$ cat src/verilog/mss_defs.svh
// Register offsets, field positions, reset values and timing figures of the stage sequencer
`ifndef MSS_DEFS_SVH
`define MSS_DEFS_SVH

`define MSS_ADDR_W        12
`define MSS_ADDR_MODE     12'h000
`define MSS_ADDR_LIMIT    12'h004
`define MSS_ADDR_FBSEL    12'h008
`define MSS_ADDR_STATUS   12'h00C
`define MSS_ADDR_SET_BASE 12'h010
`define MSS_ADDR_DUR_BASE 12'h030
`define MSS_NUM_STAGES    7

`define MSS_MODE_UNITS_LSB 0
`define MSS_MODE_TENS_LSB  4
`define MSS_MODE_HUND_LSB  8
`define MSS_MODE_THOU_LSB  12
`define MSS_SET_SRC_LSB    0
`define MSS_SET_DIR_LSB    4
`define MSS_SET_ACC_LSB    8
`define MSS_LIM_LOW_LSB    0
`define MSS_LIM_UP_LSB     16
`define MSS_ST_STAGE_LSB   4
`define MSS_ST_SAVED_LSB   8
`define MSS_ST_USEREC_LSB  9
`define MSS_ST_ELAPS_LSB   16

`define MSS_DUR_RST       13'h0014
`define MSS_DUR_MAX       13'h1964
`define MSS_LOWER_RST     16'h0000
`define MSS_UPPER_RST     16'h1388
`define MSS_FBSEL_RST     3'h1

`define MSS_DIR_FWD       2'h0
`define MSS_DIR_REV       2'h1
`define MSS_DIR_FOLLOW    2'h2

`define MSS_CLK_MHZ       125
`define MSS_SECOND_MS     1000
`define MSS_PULSE_MS      500
`define MSS_MIN_SECONDS   6'h3B
`define MSS_CNT_W         27

`endif

$ cat src/verilog/mss_pkg.sv
// Types shared by the stage sequencer modules
package mss_pkg;

    typedef logic [15:0] mss_freq_t;

    typedef enum logic [1:0] {
        MSS_IDLE = 2'h0,
        MSS_RUN  = 2'h1,
        MSS_HOLD = 2'h3
    } mss_state_e;

    typedef struct packed {
        logic       thou;
        logic       hund;
        logic [1:0] tens;
        logic [1:0] units;
    } mss_mode_s;

    typedef struct packed {
        logic [1:0] acc;
        logic [1:0] dir;
        logic [1:0] src;
    } mss_stage_cfg_s;

    typedef struct packed {
        logic run;
        logic stop;
        logic fault;
        logic power_loss;
        logic pause;
        logic disable_seq;
        logic clear;
        logic forward_run_terminal;
        logic reverse_run_terminal;
    } mss_term_s;

    typedef struct packed {
        mss_freq_t  freq;
        logic       dir;
        logic [1:0] acc_set;
        logic       closed_loop;
        logic [2:0] fb_sel;
        logic       active;
    } mss_drive_s;

    typedef struct packed {
        logic [26:0] pre;
        logic [5:0]  sec;
        logic        tick;
    } mss_tick_s;

endpackage

$ cat src/verilog/mss_tick.sv
// Time-base tick of the stage sequencer: one pulse per second or per minute
`timescale 1ns/1ps
`include "mss_defs.svh"
module mss_tick
    import mss_pkg::*;
#(
    parameter int SEC_CYCLES = `MSS_SECOND_MS * `MSS_CLK_MHZ * 1000
) (
    input  wire logic pclk,
    input  wire logic presetn,
    input  wire logic en,
    input  wire logic base_min,
    output logic      unit_tick
);
    mss_tick_s r;
    mss_tick_s n;
    logic      sec_end;

    // Partial units are dropped when counting stops; resume loses under one unit
    always_comb begin
        n       = r;
        n.tick  = 1'b0;
        sec_end = (r.pre == 27'(SEC_CYCLES - 1));
        if (!en) begin
            n.pre = '0;
            n.sec = '0;
        end else if (sec_end) begin
            n.pre = '0;
            if (!base_min) begin
                n.tick = 1'b1;
                n.sec  = '0;
            end else if (r.sec == `MSS_MIN_SECONDS) begin
                n.tick = 1'b1;
                n.sec  = '0;
            end else begin
                n.sec = r.sec + 6'h01;
            end
        end else begin
            n.pre = r.pre + 27'h0000001;
        end
    end

    always_ff @(posedge pclk or negedge presetn) begin
        if (!presetn) begin
            r <= '0;
        end else begin
            r <= n;
        end
    end

    assign unit_tick = r.tick;

endmodule

$ cat src/verilog/mss_sequencer.sv
// Seven-stage time-based speed sequencer with APB registers
//
// Decided for this implementation: the APB slave port and the register offsets.
`timescale 1ns/1ps
`include "mss_defs.svh"
module mss_sequencer
    import mss_pkg::*;
#(
    parameter int SEC_CYCLES   = `MSS_SECOND_MS * `MSS_CLK_MHZ * 1000,
    parameter int PULSE_CYCLES = `MSS_PULSE_MS * `MSS_CLK_MHZ * 1000
) (
    input  wire logic                    pclk,
    input  wire logic                    presetn,
    input  wire logic                    psel,
    input  wire logic                    penable,
    input  wire logic                    pwrite,
    input  wire logic [`MSS_ADDR_W-1:0]  paddr,
    input  wire logic [31:0]             pwdata,
    output logic [31:0]                  prdata,
    output logic                         pready,
    output logic                         pslverr,
    input  wire mss_term_s               term,
    input  wire mss_freq_t [6:0]         preset_frequency,
    input  wire mss_freq_t [6:0]         closed_loop_preset,
    input  wire mss_freq_t               main_frequency_source,
    input  wire mss_freq_t               closed_loop_reference,
    input  wire mss_freq_t               output_frequency,
    output mss_drive_s                   drive,
    output logic [2:0]                   stage_index,
    output logic                         cycle_done_pulse
);
    typedef struct packed {
        mss_state_e              state;
        mss_mode_s               mode;
        mss_freq_t               lower;
        mss_freq_t               upper;
        logic [2:0]              fbsel;
        mss_stage_cfg_s [6:0]    cfg;
        logic [6:0][12:0]        dur;
        logic [2:0]              stage;
        logic [12:0]             elapsed;
        logic                    saved;
        logic                    use_rec;
        mss_freq_t               rec_freq;
        logic [`MSS_CNT_W-1:0]   pulse_cnt;
        logic                    pulse_o;
        mss_drive_s              drive;
        logic                    pready;
        logic [31:0]             prdata;
        logic                    pslverr;
    } mss_core_s;

    mss_core_s            r;
    mss_core_s            n;
    logic                 unit_tick;
    logic                 access;
    logic [`MSS_ADDR_W-1:0] set_off;
    logic [`MSS_ADDR_W-1:0] dur_off;
    logic                 set_hit;
    logic                 dur_hit;
    logic                 end_cyc;
    logic                 start_ok;
    logic                 keep_dir;
    logic [3:0]           first_all;
    logic [3:0]           nxt_stage;
    logic                 halt_req;
    mss_stage_cfg_s       cur;

    function automatic logic [3:0] find_stage(input logic [3:0] from, input logic [6:0][12:0] d);
        logic [3:0] res;
        res = 4'h0;
        for (int i = 6; i >= 0; i--) begin
            if (4'(i) >= from && d[i] != 13'h0000) begin
                res = {1'b1, 3'(i)};
            end
        end
        return res;
    endfunction

    function automatic mss_freq_t clamp(input mss_freq_t f, input mss_freq_t lo, input mss_freq_t hi);
        mss_freq_t res;
        res = f;
        if (f < lo) begin
            res = lo;
        end else if (f > hi) begin
            res = hi;
        end
        return res;
    endfunction

    function automatic logic in_block(input logic [`MSS_ADDR_W-1:0] off);
        return off[1:0] == 2'h0 && off[`MSS_ADDR_W-1:2] < 10'(`MSS_NUM_STAGES);
    endfunction

    mss_tick #(
        .SEC_CYCLES (SEC_CYCLES)
    ) u_tick (
        .pclk      (pclk),
        .presetn   (presetn),
        .en        (r.state == MSS_RUN && !term.pause),
        .base_min  (r.mode.thou),
        .unit_tick (unit_tick)
    );

    always_comb begin
        n         = r;
        access    = psel && penable;
        set_off   = paddr - `MSS_ADDR_SET_BASE;
        dur_off   = paddr - `MSS_ADDR_DUR_BASE;
        set_hit   = paddr >= `MSS_ADDR_SET_BASE && in_block(set_off);
        dur_hit   = paddr >= `MSS_ADDR_DUR_BASE && in_block(dur_off);
        end_cyc   = 1'b0;
        start_ok  = term.run && !term.stop && !term.fault && !term.power_loss;
        keep_dir  = 1'b0;
        halt_req  = term.stop || term.fault || term.power_loss;
        first_all = find_stage(4'h0, r.dur);
        nxt_stage = find_stage({1'b0, r.stage} + 4'h1, r.dur);

        // One wait state: read data is prepared while pready is low
        n.pready = access && !r.pready;
        if (access && !r.pready) begin
            n.prdata  = 32'h00000000;
            n.pslverr = 1'b0;
            if (paddr == `MSS_ADDR_MODE) begin
                n.prdata = (32'(r.mode.units) << `MSS_MODE_UNITS_LSB) | (32'(r.mode.tens) << `MSS_MODE_TENS_LSB)
                         | (32'(r.mode.hund) << `MSS_MODE_HUND_LSB) | (32'(r.mode.thou) << `MSS_MODE_THOU_LSB);
            end else if (paddr == `MSS_ADDR_LIMIT) begin
                n.prdata = (32'(r.lower) << `MSS_LIM_LOW_LSB) | (32'(r.upper) << `MSS_LIM_UP_LSB);
            end else if (paddr == `MSS_ADDR_FBSEL) begin
                n.prdata = 32'(r.fbsel);
            end else if (paddr == `MSS_ADDR_STATUS) begin
                n.prdata = 32'(r.state) | (32'(r.stage) << `MSS_ST_STAGE_LSB) | (32'(r.saved) << `MSS_ST_SAVED_LSB)
                         | (32'(r.use_rec) << `MSS_ST_USEREC_LSB) | (32'(r.elapsed) << `MSS_ST_ELAPS_LSB);
            end else if (set_hit) begin
                cur      = r.cfg[set_off[4:2]];
                n.prdata = (32'(cur.src) << `MSS_SET_SRC_LSB) | (32'(cur.dir) << `MSS_SET_DIR_LSB)
                         | (32'(cur.acc) << `MSS_SET_ACC_LSB);
            end else if (dur_hit) begin
                n.prdata = 32'(r.dur[dur_off[4:2]]);
            end else begin
                n.pslverr = 1'b1;
            end
        end
        cur = r.cfg[r.stage];

        // Writes land at the completing edge only
        if (access && r.pready && pwrite && !r.pslverr) begin
            if (paddr == `MSS_ADDR_MODE) begin
                n.mode.units = pwdata[`MSS_MODE_UNITS_LSB +: 2];
                n.mode.tens  = pwdata[`MSS_MODE_TENS_LSB +: 2] == 2'h3 ? 2'h2 : pwdata[`MSS_MODE_TENS_LSB +: 2];
                n.mode.hund  = pwdata[`MSS_MODE_HUND_LSB];
                n.mode.thou  = pwdata[`MSS_MODE_THOU_LSB];
            end else if (paddr == `MSS_ADDR_LIMIT) begin
                n.lower = pwdata[`MSS_LIM_LOW_LSB +: 16];
                n.upper = pwdata[`MSS_LIM_UP_LSB +: 16];
            end else if (paddr == `MSS_ADDR_FBSEL) begin
                n.fbsel = pwdata[2:0];
            end else if (set_hit) begin
                // Direction digit above 2 is out of range and folds to follow
                n.cfg[set_off[4:2]].src = pwdata[`MSS_SET_SRC_LSB +: 2];
                n.cfg[set_off[4:2]].dir = pwdata[`MSS_SET_DIR_LSB +: 2] == 2'h3 ? `MSS_DIR_FOLLOW
                                        : pwdata[`MSS_SET_DIR_LSB +: 2];
                n.cfg[set_off[4:2]].acc = pwdata[`MSS_SET_ACC_LSB +: 2];
            end else if (dur_hit) begin
                n.dur[dur_off[4:2]] = pwdata > 32'(`MSS_DUR_MAX) ? `MSS_DUR_MAX : pwdata[12:0];
            end
        end

        if (r.pulse_cnt != '0) begin
            n.pulse_cnt = r.pulse_cnt - `MSS_CNT_W'(1);
        end

        if (term.disable_seq || r.mode.units == 2'h0) begin
            n.state = MSS_IDLE;
        end else begin
            unique case (r.state)
                MSS_IDLE: begin
                    if (start_ok && (r.saved || first_all[3])) begin
                        n.state = MSS_RUN;
                        if (!r.saved) begin
                            n.stage   = first_all[2:0];
                            n.elapsed = 13'h0000;
                            n.use_rec = 1'b0;
                        end
                    end
                end
                MSS_RUN: begin
                    if (term.power_loss) begin
                        n.state    = MSS_IDLE;
                        n.saved    = r.mode.hund && r.mode.tens != 2'h0;
                        n.use_rec  = r.mode.hund && r.mode.tens == 2'h2;
                        n.rec_freq = output_frequency;
                    end else if (term.stop || term.fault) begin
                        n.state    = MSS_IDLE;
                        n.saved    = r.mode.tens != 2'h0;
                        n.use_rec  = r.mode.tens == 2'h2;
                        n.rec_freq = output_frequency;
                    end else if (r.dur[r.stage] == 13'h0000 || (unit_tick && !term.pause
                                 && r.elapsed + 13'h0001 >= r.dur[r.stage])) begin
                        n.elapsed = 13'h0000;
                        n.use_rec = 1'b0;
                        if (nxt_stage[3]) begin
                            n.stage = nxt_stage[2:0];
                        end else begin
                            end_cyc     = 1'b1;
                            n.pulse_cnt = `MSS_CNT_W'(PULSE_CYCLES);
                            n.saved     = 1'b0;
                            if (r.mode.units == 2'h1) begin
                                n.state = MSS_IDLE;
                            end else if (r.mode.units == 2'h2) begin
                                n.state = MSS_HOLD;
                            end else begin
                                n.stage = first_all[2:0];
                                n.state = first_all[3] ? MSS_RUN : MSS_IDLE;
                            end
                        end
                    end else if (unit_tick && !term.pause) begin
                        n.elapsed = r.elapsed + 13'h0001;
                    end
                end
                MSS_HOLD: begin
                    if (halt_req) begin
                        n.state = MSS_IDLE;
                    end
                end
                default: begin
                    n.state = MSS_IDLE;
                end
            endcase
        end

        // Clear overrides whatever was just retained
        if (term.clear) begin
            n.saved   = 1'b0;
            n.use_rec = 1'b0;
            n.elapsed = 13'h0000;
            n.stage   = 3'h0;
        end

        // Drive reference is refreshed only while stepping; hold freezes it
        n.drive.fb_sel = n.fbsel;
        if (n.state == MSS_IDLE) begin
            n.drive.active = 1'b0;
        end else if (n.state == MSS_RUN) begin
            cur                 = n.cfg[n.stage];
            n.drive.active      = 1'b1;
            n.drive.acc_set     = cur.acc;
            n.drive.closed_loop = cur.src[1];
            if (n.use_rec) begin
                n.drive.freq = n.rec_freq;
            end else begin
                unique case (cur.src)
                    2'h0: n.drive.freq = clamp(preset_frequency[n.stage], n.lower, n.upper);
                    2'h1: n.drive.freq = main_frequency_source;
                    2'h2: n.drive.freq = closed_loop_preset[n.stage];
                    2'h3: n.drive.freq = closed_loop_reference;
                endcase
            end
            if (cur.dir == `MSS_DIR_FOLLOW) begin
                if (term.forward_run_terminal) begin
                    n.drive.dir = 1'b0;
                end else if (term.reverse_run_terminal) begin
                    n.drive.dir = 1'b1;
                end else begin
                    keep_dir = 1'b1;
                end
            end else begin
                n.drive.dir = cur.dir == `MSS_DIR_REV;
            end
        end
        n.pulse_o = n.pulse_cnt != '0;
    end

    always_ff @(posedge pclk or negedge presetn) begin
        if (!presetn) begin
            r       <= '0;
            r.state <= MSS_IDLE;
            r.lower <= `MSS_LOWER_RST;
            r.upper <= `MSS_UPPER_RST;
            r.fbsel <= `MSS_FBSEL_RST;
            r.dur   <= {`MSS_NUM_STAGES{`MSS_DUR_RST}};
        end else begin
            r <= n;
        end
    end

    assign prdata           = r.prdata;
    assign pready           = r.pready;
    assign pslverr          = r.pslverr;
    assign drive            = r.drive;
    assign stage_index      = r.stage;
    assign cycle_done_pulse = r.pulse_o;
endmodule

$ cat config.mk
export PLATFORM = sky130hd
export DESIGN_NAME = mss_sequencer
export DESIGN_NICKNAME = d
export VERILOG_FILES = /design/src/verilog/mss_pkg.sv /design/src/verilog/mss_tick.sv /design/src/verilog/mss_sequencer.sv
export VERILOG_INCLUDE_DIRS = /design/src /design/src/verilog
export SDC_FILE = /design/constraint.sdc
export NUM_CORES = 1
export LEC_CHECK = 0
export CAP_MARGIN = 20
export CORE_MARGIN = 1
export CORE_UTILIZATION = 36
export DETAILED_ROUTE_END_ITERATION = 12
export DONT_BUFFER_PORTS = 1
export PLACE_DENSITY = 0.49
export REMOVE_ABC_BUFFERS = 1
export SYNTH_ARGS = -nofsm -noshare
export SYNTH_HDL_FRONTEND = slang
export SYNTH_SLANG_ARGS = --single-unit
$ cat constraint.sdc
create_clock -name pclk -period 8.8 [get_ports pclk]
set_input_delay 1.76 -clock pclk [delete_from_list [all_inputs] [get_ports pclk]]
set_output_delay 1.76 -clock pclk [all_outputs]
set_load 0.01 [all_outputs]
==> results.toml, run 1 <==
[synth]
yosysSeqAreaShare_pct = 37.0
synth_edf_count = 0
ys_types = 88
synth-seq-cells = 328
ys_warn_count = 0
async_flop_share_pct = 100
synth_area_per_cell_sq_um = 8.83
syn_area_sq_mm = 0.0222
synth_top_flop_cell = "dfrtp_1"
synth_cells = 2519

[floorplan]
initial_utilization_pct = 36.6
coreArea_sq_mm = 0.0607
std_cell_rows = 90
die-area_sq_mm = 0.0628
io_pins = 392
chipHeight_um = 251
die_w_um = 251

[worst_setup_path]
crit_slowest_cell = "nor2b_1"
critPathTopFamily = "compound AO/OA/AOI/OAI gates"
path_buf_inv = 2
critPathMaxFanout = 58
crit_path_end_kind = "flop"
arrival_ps = 8410
crit_required_ps = 9280
crit_type = "reg2reg"
critPathMaxStageDelay_ps = 760
path_cells = "buf_12, nor2b_1, a22oi_1, nand2_1, ha_1, a21o_1, a221o_1, a22oi_1, o211ai_1, a311o_2, buf_4, o21ai_0, a211oi_1, a2111o_1, ha_1, and3_1, a221o_1, a221oi_1, o21a_1, nand3_1, o21ai_4, mux2_2, o22ai_1"
critPathLaunchType = "flop"

[layout]
fin_nets = 2745
drive_above_1_share_pct = 11.8
area_growth_pct = 7.25
seqCellArea_sq_mm = 0.00823
fillers = 6091
mostFrequentLayoutCells = "dfrtp_1, o21ai_0, nand2_1"
multiInputGateArea_sq_mm = 0.0125
final_common_cell = "dfrtp_1"

[place]
pre_cts_slack_ps = 872
gp_congestion = 0.913
io_buffers = 0
dpl.hpwl_mm = 61.5

[grt]
grt_pass1_wl_mm = 124
grt_overflow = 0
grt_pass1_vias = 19000
antenna_found_initial = 12
grt_start_max_net_pins = 329
grt_usage_pct = 26.0

[detailed_routing]
wl_per_cell_um = 26.2
vias = 19400
ant_nets = 0
drc = 0
vias_per_cell = 6.08
wl_mm = 83.3
drt-pass1-iter-count = 5
first_iter_violations = 1681

[clocking]
hold_buffers = 0
tritoncts = "yes"
insertion_delay_ps = 580
htree_levels = 2
postCtsSetupBuffers = 0
ctsLongestPathBuffers = 3
path_clk_slew_ps = 60
clock-sinks = 328
cts_resized = 0
cts_root_buf = "clkbuf_16"
cts_buffers = 41

[sta]
skew_ps = 34.1
final.setup.worst_slack_ps = 872
slew_headroom_pct = 33.1
hold_slack_ps = 482
layout_min_cycle_time_ps = 7930
finalHoldViolations = 0
clock.fmax_mhz = 126
worst_slew_pin_slew_ps = 1000
finalSetupTns_ps = 0
grt_setup_unrepaired = "no"
slew_viol_final = 0
setup_violations = 0
fin_crit_sh_pct = 90.1

[status]
status = "finished clean"

[pwr]
irDropWorstVdd_v = 0.000105
p_leak_nw = 9.52
powerDensity_mw_per_mm2 = 153

[run]
cap_violations = 0

[min_path]
hp-class = "reg2reg"
-- state kept, by name, summed over array words and instances (netlist names) --
signal / count
drive: 24
r: 232
cycle_done_pulse: 1
stage_index: 3
pready: 1
prdata: 32
u_tick.r: 33
pslverr: 1
u_tick.unit_tick: 1
-- layer usage --
layer  global-route usage, %  up-vias  share of wire, %  routed length [um]
met4                    9.59        2               3.8                3170
met1                    32.8     9646                41               34600
met3                    4.71      144               6.3                5250
li1                        -     8898                 -                   -
met5                       0        -             0.016                  13
met2                    44.1      687                48               40300
-- power breakdown --
group	switching [mW]	internal [mW]
Clock	0.699	1.10
Combinational	0.112	0.101
Sequential	0.0811	1.55
Total	0.892	2.75
-- path summary, 6_finish.rpt --
path                                      from           end  slack (ps)  cells after the start
worst max register to register  stage_index[1]     drive[14]         870                     23
min in group asynchronous              presetn  u_tick.r[28]         960                      0
worst max-delay path            stage_index[1]     drive[14]         870                     23
max in group asynchronous              presetn     drive[23]        7260                      0
worst min register to register          r[101]        r[101]         480                      2
worst min-delay path                    r[101]        r[101]         480                      2
-- per-stage QoR --
step / instance area (sq um) / util [%] / cells / total power [mW]
after CTS: 23800 / 39.2 / 3172 / 3.68
after detailed placement: 22400 / 36.9 / 3097 / 1.87
after global placement: 22400 / 36.8 / 3096 / 1.86
final: 23800 / 39.3 / 3185 / 3.64
after floorplan: 21000 / - / 2276 / 1.78
after global routing: 23800 / 39.3 / 3184 / 3.76
-- cell families after synthesis --
group / Yosys count / synth area share, %
muxes: 234 / 12.2
xor gates and xnor gates: 59 / 2.32
buffers and inverters: 318 / 7.05
AOI/OAI and AO/OA: 652 / 19.1
adders and majority gates: 57 / 3.20
DFF: 328 / 37.0
and+or+nand+nor: 871 / 19.1
-- final cells by class --
class,count,area share (%)
Multi-Input combinational cell,1873,52.5
Antenna cell,12,0.126
Sequential cell,328,34.5
Tap cell,782,4.10
Timing Repair Buffer,40,1.57
Inverter,75,1.23
Clock buffer,55,4.86
Clock inverter,20,1.11
-- worst register-to-register path, delay by kind of cell, from the launching register on --
| family | cells | cell delay, ps |
|---|---|---|
| simple gates | 4 | 1270 |
| mux | 1 | 420 |
| flops | 1 | 370 |
| fa+ha+maj | 2 | 570 |
| compound gates | 14 | 4530 |
| buf+inv | 2 | 680 |
-- cells in the mapped netlist, types with 5 or more instances --
cell type  instances  area share, %
dfrtp_1          308             35
o21ai_0          279            6.3
nand2_1          266            4.5
nor2_1           161            2.7
nand3_1          154            3.5
clkbuf_1         122            2.1
mux2i_1          108            4.9
mux2_2           102            5.2
a211oi_1          84            2.8
buf_4             71            2.4
inv_1             71            1.2
ha_1              56            3.2
a21oi_1           53            1.2
nand4_1           52            1.5
o211ai_1          45            1.5
nor3_1            39           0.88
and3_1            38            1.1
xnor2_1           35            1.4
nor4_1            32           0.90
o22ai_1           29           0.82
buf_2             28           0.63
a22oi_1           24           0.81
nand2b_1          24           0.68
xor2_1            24           0.95
nor2b_1           22           0.62
or3_1             22           0.62
dfstp_2           20            2.4
mux4_2            19            1.9
a2111o_1          16           0.81
a221oi_1          14           0.55
buf_1             14           0.24
o311ai_1          14           0.55
and4_1            13           0.51
a21o_1            11           0.37
nand3b_1          11           0.37
a31oi_1           10           0.28
o21a_1             9           0.30
o311ai_0           9           0.35
buf_6              8           0.41
nor3b_1            8           0.27
and2_1             7           0.20
o31ai_1            6           0.20
or2_2              5           0.14
or4_1              5           0.17
(Power assumes the default switching activity.)
==> inputs of run 2 (changes only) <==
--- a/config.mk
+++ b/config.mk
@@ -8,10 +8,10 @@
 export LEC_CHECK = 0
 export CAP_MARGIN = 20
 export CORE_MARGIN = 1
-export CORE_UTILIZATION = 36
+export CORE_UTILIZATION = 35
 export DETAILED_ROUTE_END_ITERATION = 12
 export DONT_BUFFER_PORTS = 1
-export PLACE_DENSITY = 0.49
+export PLACE_DENSITY = 0.48
 export REMOVE_ABC_BUFFERS = 1
 export SYNTH_ARGS = -nofsm -noshare
 export SYNTH_HDL_FRONTEND = slang
==> results.toml, run 2 (same netlist as run 1, synthesis figures left out) <==
[layout]
mostFrequentLayoutCells = "dfrtp_1, o21ai_0, nand2_1"
finalNonFillerCells = 3256
largest_register_ffs = 232
top_register = "r"
drive_above_1_share_pct = 11.9
final_common_cell = "dfrtp_1"
fin_nets = 2748
area_growth_pct = 7.79

[min_path]
hp-class = "reg2reg"

[clocking]
insertion_delay_ps = 580
cts_resized = 0
hold_buffers = 0
cts_root_buf = "clkbuf_16"
postCtsSetupBuffers = 0
ctsLongestPathBuffers = 3
clock-sinks = 328
tritoncts = "yes"
cts_buffers = 41
path_clk_slew_ps = 60
htree_levels = 2

[worst_setup_path]
critPathTopFamily = "compound AO/OA/AOI/OAI gates"
crit_required_ps = 9270
path_buf_inv = 1
arrival_ps = 8630
path_cells = "nor2b_1, a22oi_1, nand2_1, ha_1, a21o_1, a221o_1, a22oi_1, o211ai_1, a311o_2, buf_4, o21ai_0, a211oi_1, a2111o_1, ha_1, and3_1, a221o_1, a221oi_1, o21a_1, nand3_1, o21ai_4, mux2_2, o22ai_1"
crit_path_end_kind = "flop"
critPathMaxFanout = 51
crit_type = "reg2reg"
critPathMaxStageDelay_ps = 790
crit_slowest_cell = "a311o_2"
critPathLaunchType = "flop"

[sta]
finalSetupTns_ps = 0
grt_setup_unrepaired = "no"
slew_viol_final = 0
hold_slack_ps = 485
setup_violations = 0
worst_slew_pin_slew_ps = 1130
fin_crit_sh_pct = 92.7
skew_ps = 30.6
finalHoldViolations = 0
slew_headroom_pct = 24.9
layout_min_cycle_time_ps = 8160
clock.fmax_mhz = 123

[detailed_routing]
ant_nets = 0
vias = 19400
first_iter_violations = 1762
wl_mm = 83.4
wl_per_cell_um = 25.6
drc = 0
drt-pass1-iter-count = 6
vias_per_cell = 5.96

[floorplan]
coreArea_sq_mm = 0.0630
chipHeight_um = 254
die-area_sq_mm = 0.0645
initial_utilization_pct = 35.3
std_cell_rows = 92
io_pins = 392
die_w_um = 254

[place]
placed_cells = 3164
gp_congestion = 0.988
dpl.hpwl_mm = 61.2
io_buffers = 0

[pwr]
irDropWorstVdd_v = 0.000110
p_leak_nw = 9.55
powerDensity_mw_per_mm2 = 153

[run]
cap_violations = 0

[grt]
grt_pass1_wl_mm = 123
grt_usage_pct = 25.3
grt_overflow = 0
grt_pass1_vias = 18900
grt_start_max_net_pins = 329
antenna_found_initial = 15

[status]
status = "finished clean"
-- run 2: worst register-to-register path: cells and delay by family (launching register included) --
kind | cells | cell delay, ps
flops | 1 | 720
simple gates | 4 | 1200
mux | 1 | 410
fa+ha+maj | 2 | 570
buf+inv | 1 | 430
compound gates | 14 | 4720
-- run 2: final cells by class --
class | count | area [sq um]
Clock buffer | 60 | 1240
Clock inverter | 16 | 236
Antenna cell | 15 | 37.5
Fill cell | 6393 | 39000
Timing Repair Buffer | 43 | 363
Inverter | 75 | 294
Multi-Input combinational cell | 1873 | 12500
Tap cell | 846 | 1060
Sequential cell | 328 | 8240
-- run 2: power by group --
group | total, mW | internal, mW | switching, mW
Sequential | 1.63 | 1.55 | 0.0783
Combinational | 0.210 | 0.0986 | 0.112
Clock | 1.83 | 1.13 | 0.707
Total | 3.67 | 2.77 | 0.897
-- run 2: final timing paths --
| kind | from | endpoint | slack (ps) | depth (start not counted) |
|---|---|---|---|---|
| max | stage_index[1] | drive[10] | 640 | 22 |
| min reg2reg | r[98] | r[98] | 480 | 2 |
| min | r[98] | r[98] | 480 | 2 |
| max in group asynchronous | presetn | drive[8] | 7140 | 0 |
| max reg2reg | stage_index[1] | drive[10] | 640 | 22 |
| min in group asynchronous | presetn | r[198] | 930 | 0 |
-- run 2: per-stage QoR --
| stage | total power, mW | instance area, sq um | util, % | worst slack, ps |
|---|---|---|---|---|
| after floorplan | 1.78 | 21000 | - | -7020 |
| after CTS | 3.71 | 23900 | 38.0 | 766 |
| after global placement | 1.86 | 22400 | 35.6 | 945 |
| final | 3.67 | 24000 | 38.1 | 642 |
| after detailed placement | 1.86 | 22400 | 35.6 | 790 |
| after global routing | 3.80 | 24000 | 38.1 | 252 |
-- run 2: routing by layer --
layer	vias to the layer above	share of wire [%]	global-route usage (%)
met4	2	3.6	9.72
met2	718	48	42.4
met1	9628	42	32.2
met5	-	0.016	0
met3	148	6.0	4.65
li1	8902	-	-
==> inputs of run 3 (changes only) <==
--- a/config.mk
+++ b/config.mk
@@ -12,7 +12,6 @@
 export DETAILED_ROUTE_END_ITERATION = 12
 export DONT_BUFFER_PORTS = 1
 export PLACE_DENSITY = 0.48
-export REMOVE_ABC_BUFFERS = 1
 export SYNTH_ARGS = -nofsm -noshare
 export SYNTH_HDL_FRONTEND = slang
 export SYNTH_SLANG_ARGS = --single-unit
==> results.toml, run 3 (same netlist as run 1, synthesis figures left out) <==
[status]
status = "finished clean"

[detailed_routing]
vias_per_cell = 6.00
ant_nets = 0
drt-pass1-iter-count = 6
wl_mm = 90.9
drc = 0
wl_per_cell_um = 28.0
first_iter_violations = 1718
vias = 19500

[grt]
grt_overflow = 0
antenna_found_initial = 15
grt_pass1_vias = 19200
grt_pass1_wl_mm = 132
grt_start_max_net_pins = 329
grt_usage_pct = 27.9

[place]
io_buffers = 0
placed_cells = 3164
dpl.hpwl_mm = 69.3
pre_cts_slack_ps = 769
gp_congestion = 0.967

[sta]
setup_violations = 0
skew_ps = 22.7
fin_crit_sh_pct = 92.7
worst_slew_pin_slew_ps = 1230
slew_viol_final = 0
finalHoldViolations = 0
clock.fmax_mhz = 123
slew_headroom_pct = 17.7
layout_min_cycle_time_ps = 8160
hold_slack_ps = 477
finalSetupTns_ps = 0
final.setup.worst_slack_ps = 639
grt_setup_unrepaired = "no"

[floorplan]
die-area_sq_mm = 0.0645
coreArea_sq_mm = 0.0630
chipHeight_um = 254
std_cell_rows = 92
initial_utilization_pct = 35.3
io_pins = 392
die_w_um = 254

[worst_setup_path]
path_cells = "nor2b_1, a22oi_1, nand2_1, ha_1, a21o_1, a221o_1, a22oi_1, o211ai_1, a311o_2, buf_4, o21ai_0, a211oi_1, a2111o_1, ha_1, a21o_1, a221o_1, a221oi_1, o21a_1, nand3_1, o21ai_4, mux2_2, o22ai_1"
crit_path_end_kind = "flop"
arrival_ps = 8640
crit_type = "reg2reg"
critPathMaxFanout = 53
critPathTopFamily = "compound AO/OA/AOI/OAI gates"
crit_required_ps = 9280
critPathLaunchType = "flop"
crit_slowest_cell = "dfrtp_2"
path_buf_inv = 1
critPathMaxStageDelay_ps = 930

[layout]
mostFrequentLayoutCells = "dfrtp_1, o21ai_0, nand2_1"
drive_above_1_share_pct = 11.7
fillers = 6416
largest_register_ffs = 232
fin_nets = 2749
area_growth_pct = 7.51
top_register = "r"
finalNonFillerCells = 3250
final_common_cell = "dfrtp_1"

[min_path]
hp-class = "reg2reg"

[pwr]
powerDensity_mw_per_mm2 = 152
irDropWorstVdd_v = 0.000100
finalPower_mw = 3.62
p_leak_nw = 9.50

[run]
cap_violations = 0

[synth]
syn_nets = 2905

[clocking]
cts_resized = 0
cts_root_buf = "clkbuf_16"
hold_buffers = 0
insertion_delay_ps = 570
postCtsSetupBuffers = 0
htree_levels = 2
tritoncts = "yes"
clock-sinks = 328
ctsLongestPathBuffers = 3
cts_buffers = 41
path_clk_slew_ps = 60
-- run 3: cell type report --
type / count / area, sq um / area share, %
antenna: 11 / 27.5 / 0.115
clock buffer: 61 / 1200 / 5.03
clock inverter: 12 / 193 / 0.806
inverter: 75 / 294 / 1.23
multi-input combinational: 1873 / 12500 / 52.3
sequential: 328 / 8240 / 34.5
tap: 846 / 1060 / 4.43
timing repair buffer: 44 / 390 / 1.63
-- run 3: final timing paths --
| check | from | to | slack [ps] | cells past startpoint |
|---|---|---|---|---|
| hold reg to reg | r[88] | r[88] | 480 | 2 |
| hold / removal | r[88] | r[88] | 480 | 2 |
| min in group asynchronous | presetn | r[136] | 930 | 0 |
| max in group asynchronous | presetn | r[97] | 7230 | 0 |
| setup / recovery | stage_index[1] | drive[9] | 640 | 22 |
| setup reg to reg | stage_index[1] | drive[9] | 640 | 22 |
-- run 3: worst register-to-register path: stages, from the launching register on --
cell	delay (ps)
dfrtp_2	930
nor2b_1	730
a22oi_1	250
nand2_1	120
ha_1	250
a21o_1	180
a221o_1	340
a22oi_1	310
o211ai_1	370
a311o_2	760
buf_4	410
o21ai_0	240
a211oi_1	100
a2111o_1	510
ha_1	350
a21o_1	170
a221o_1	350
a221oi_1	300
o21a_1	190
nand3_1	110
o21ai_4	570
mux2_2	410
o22ai_1	140
-- run 3: routing by layer --
layer  global-route usage (%)  up-vias  routed length, um
met5                        0        -                 13
met4                     12.8        2               4190
met3                     5.42      157               5860
met2                     46.5      739              43900
met1                     34.7     9677              36900
li1                         -     8913                  -
-- run 3: through the flow --
stage | area [sq um] | utilization, %
2_1_floorplan | 22200 | -
3_3_place_gp | 22400 | 35.6
3_5_place_dp | 22500 | 35.7
4_1_cts | 23800 | 37.9
5_1_grt | 23900 | 38.0
6_report | 23900 | 38.0
-- run 3: where the power goes --
| part | internal [mW] | switching [mW] |
|---|---|---|
| Combinational | 0.0997 | 0.118 |
| Sequential | 1.55 | 0.0774 |
| Clock | 1.09 | 0.690 |
| Total | 2.74 | 0.886 |
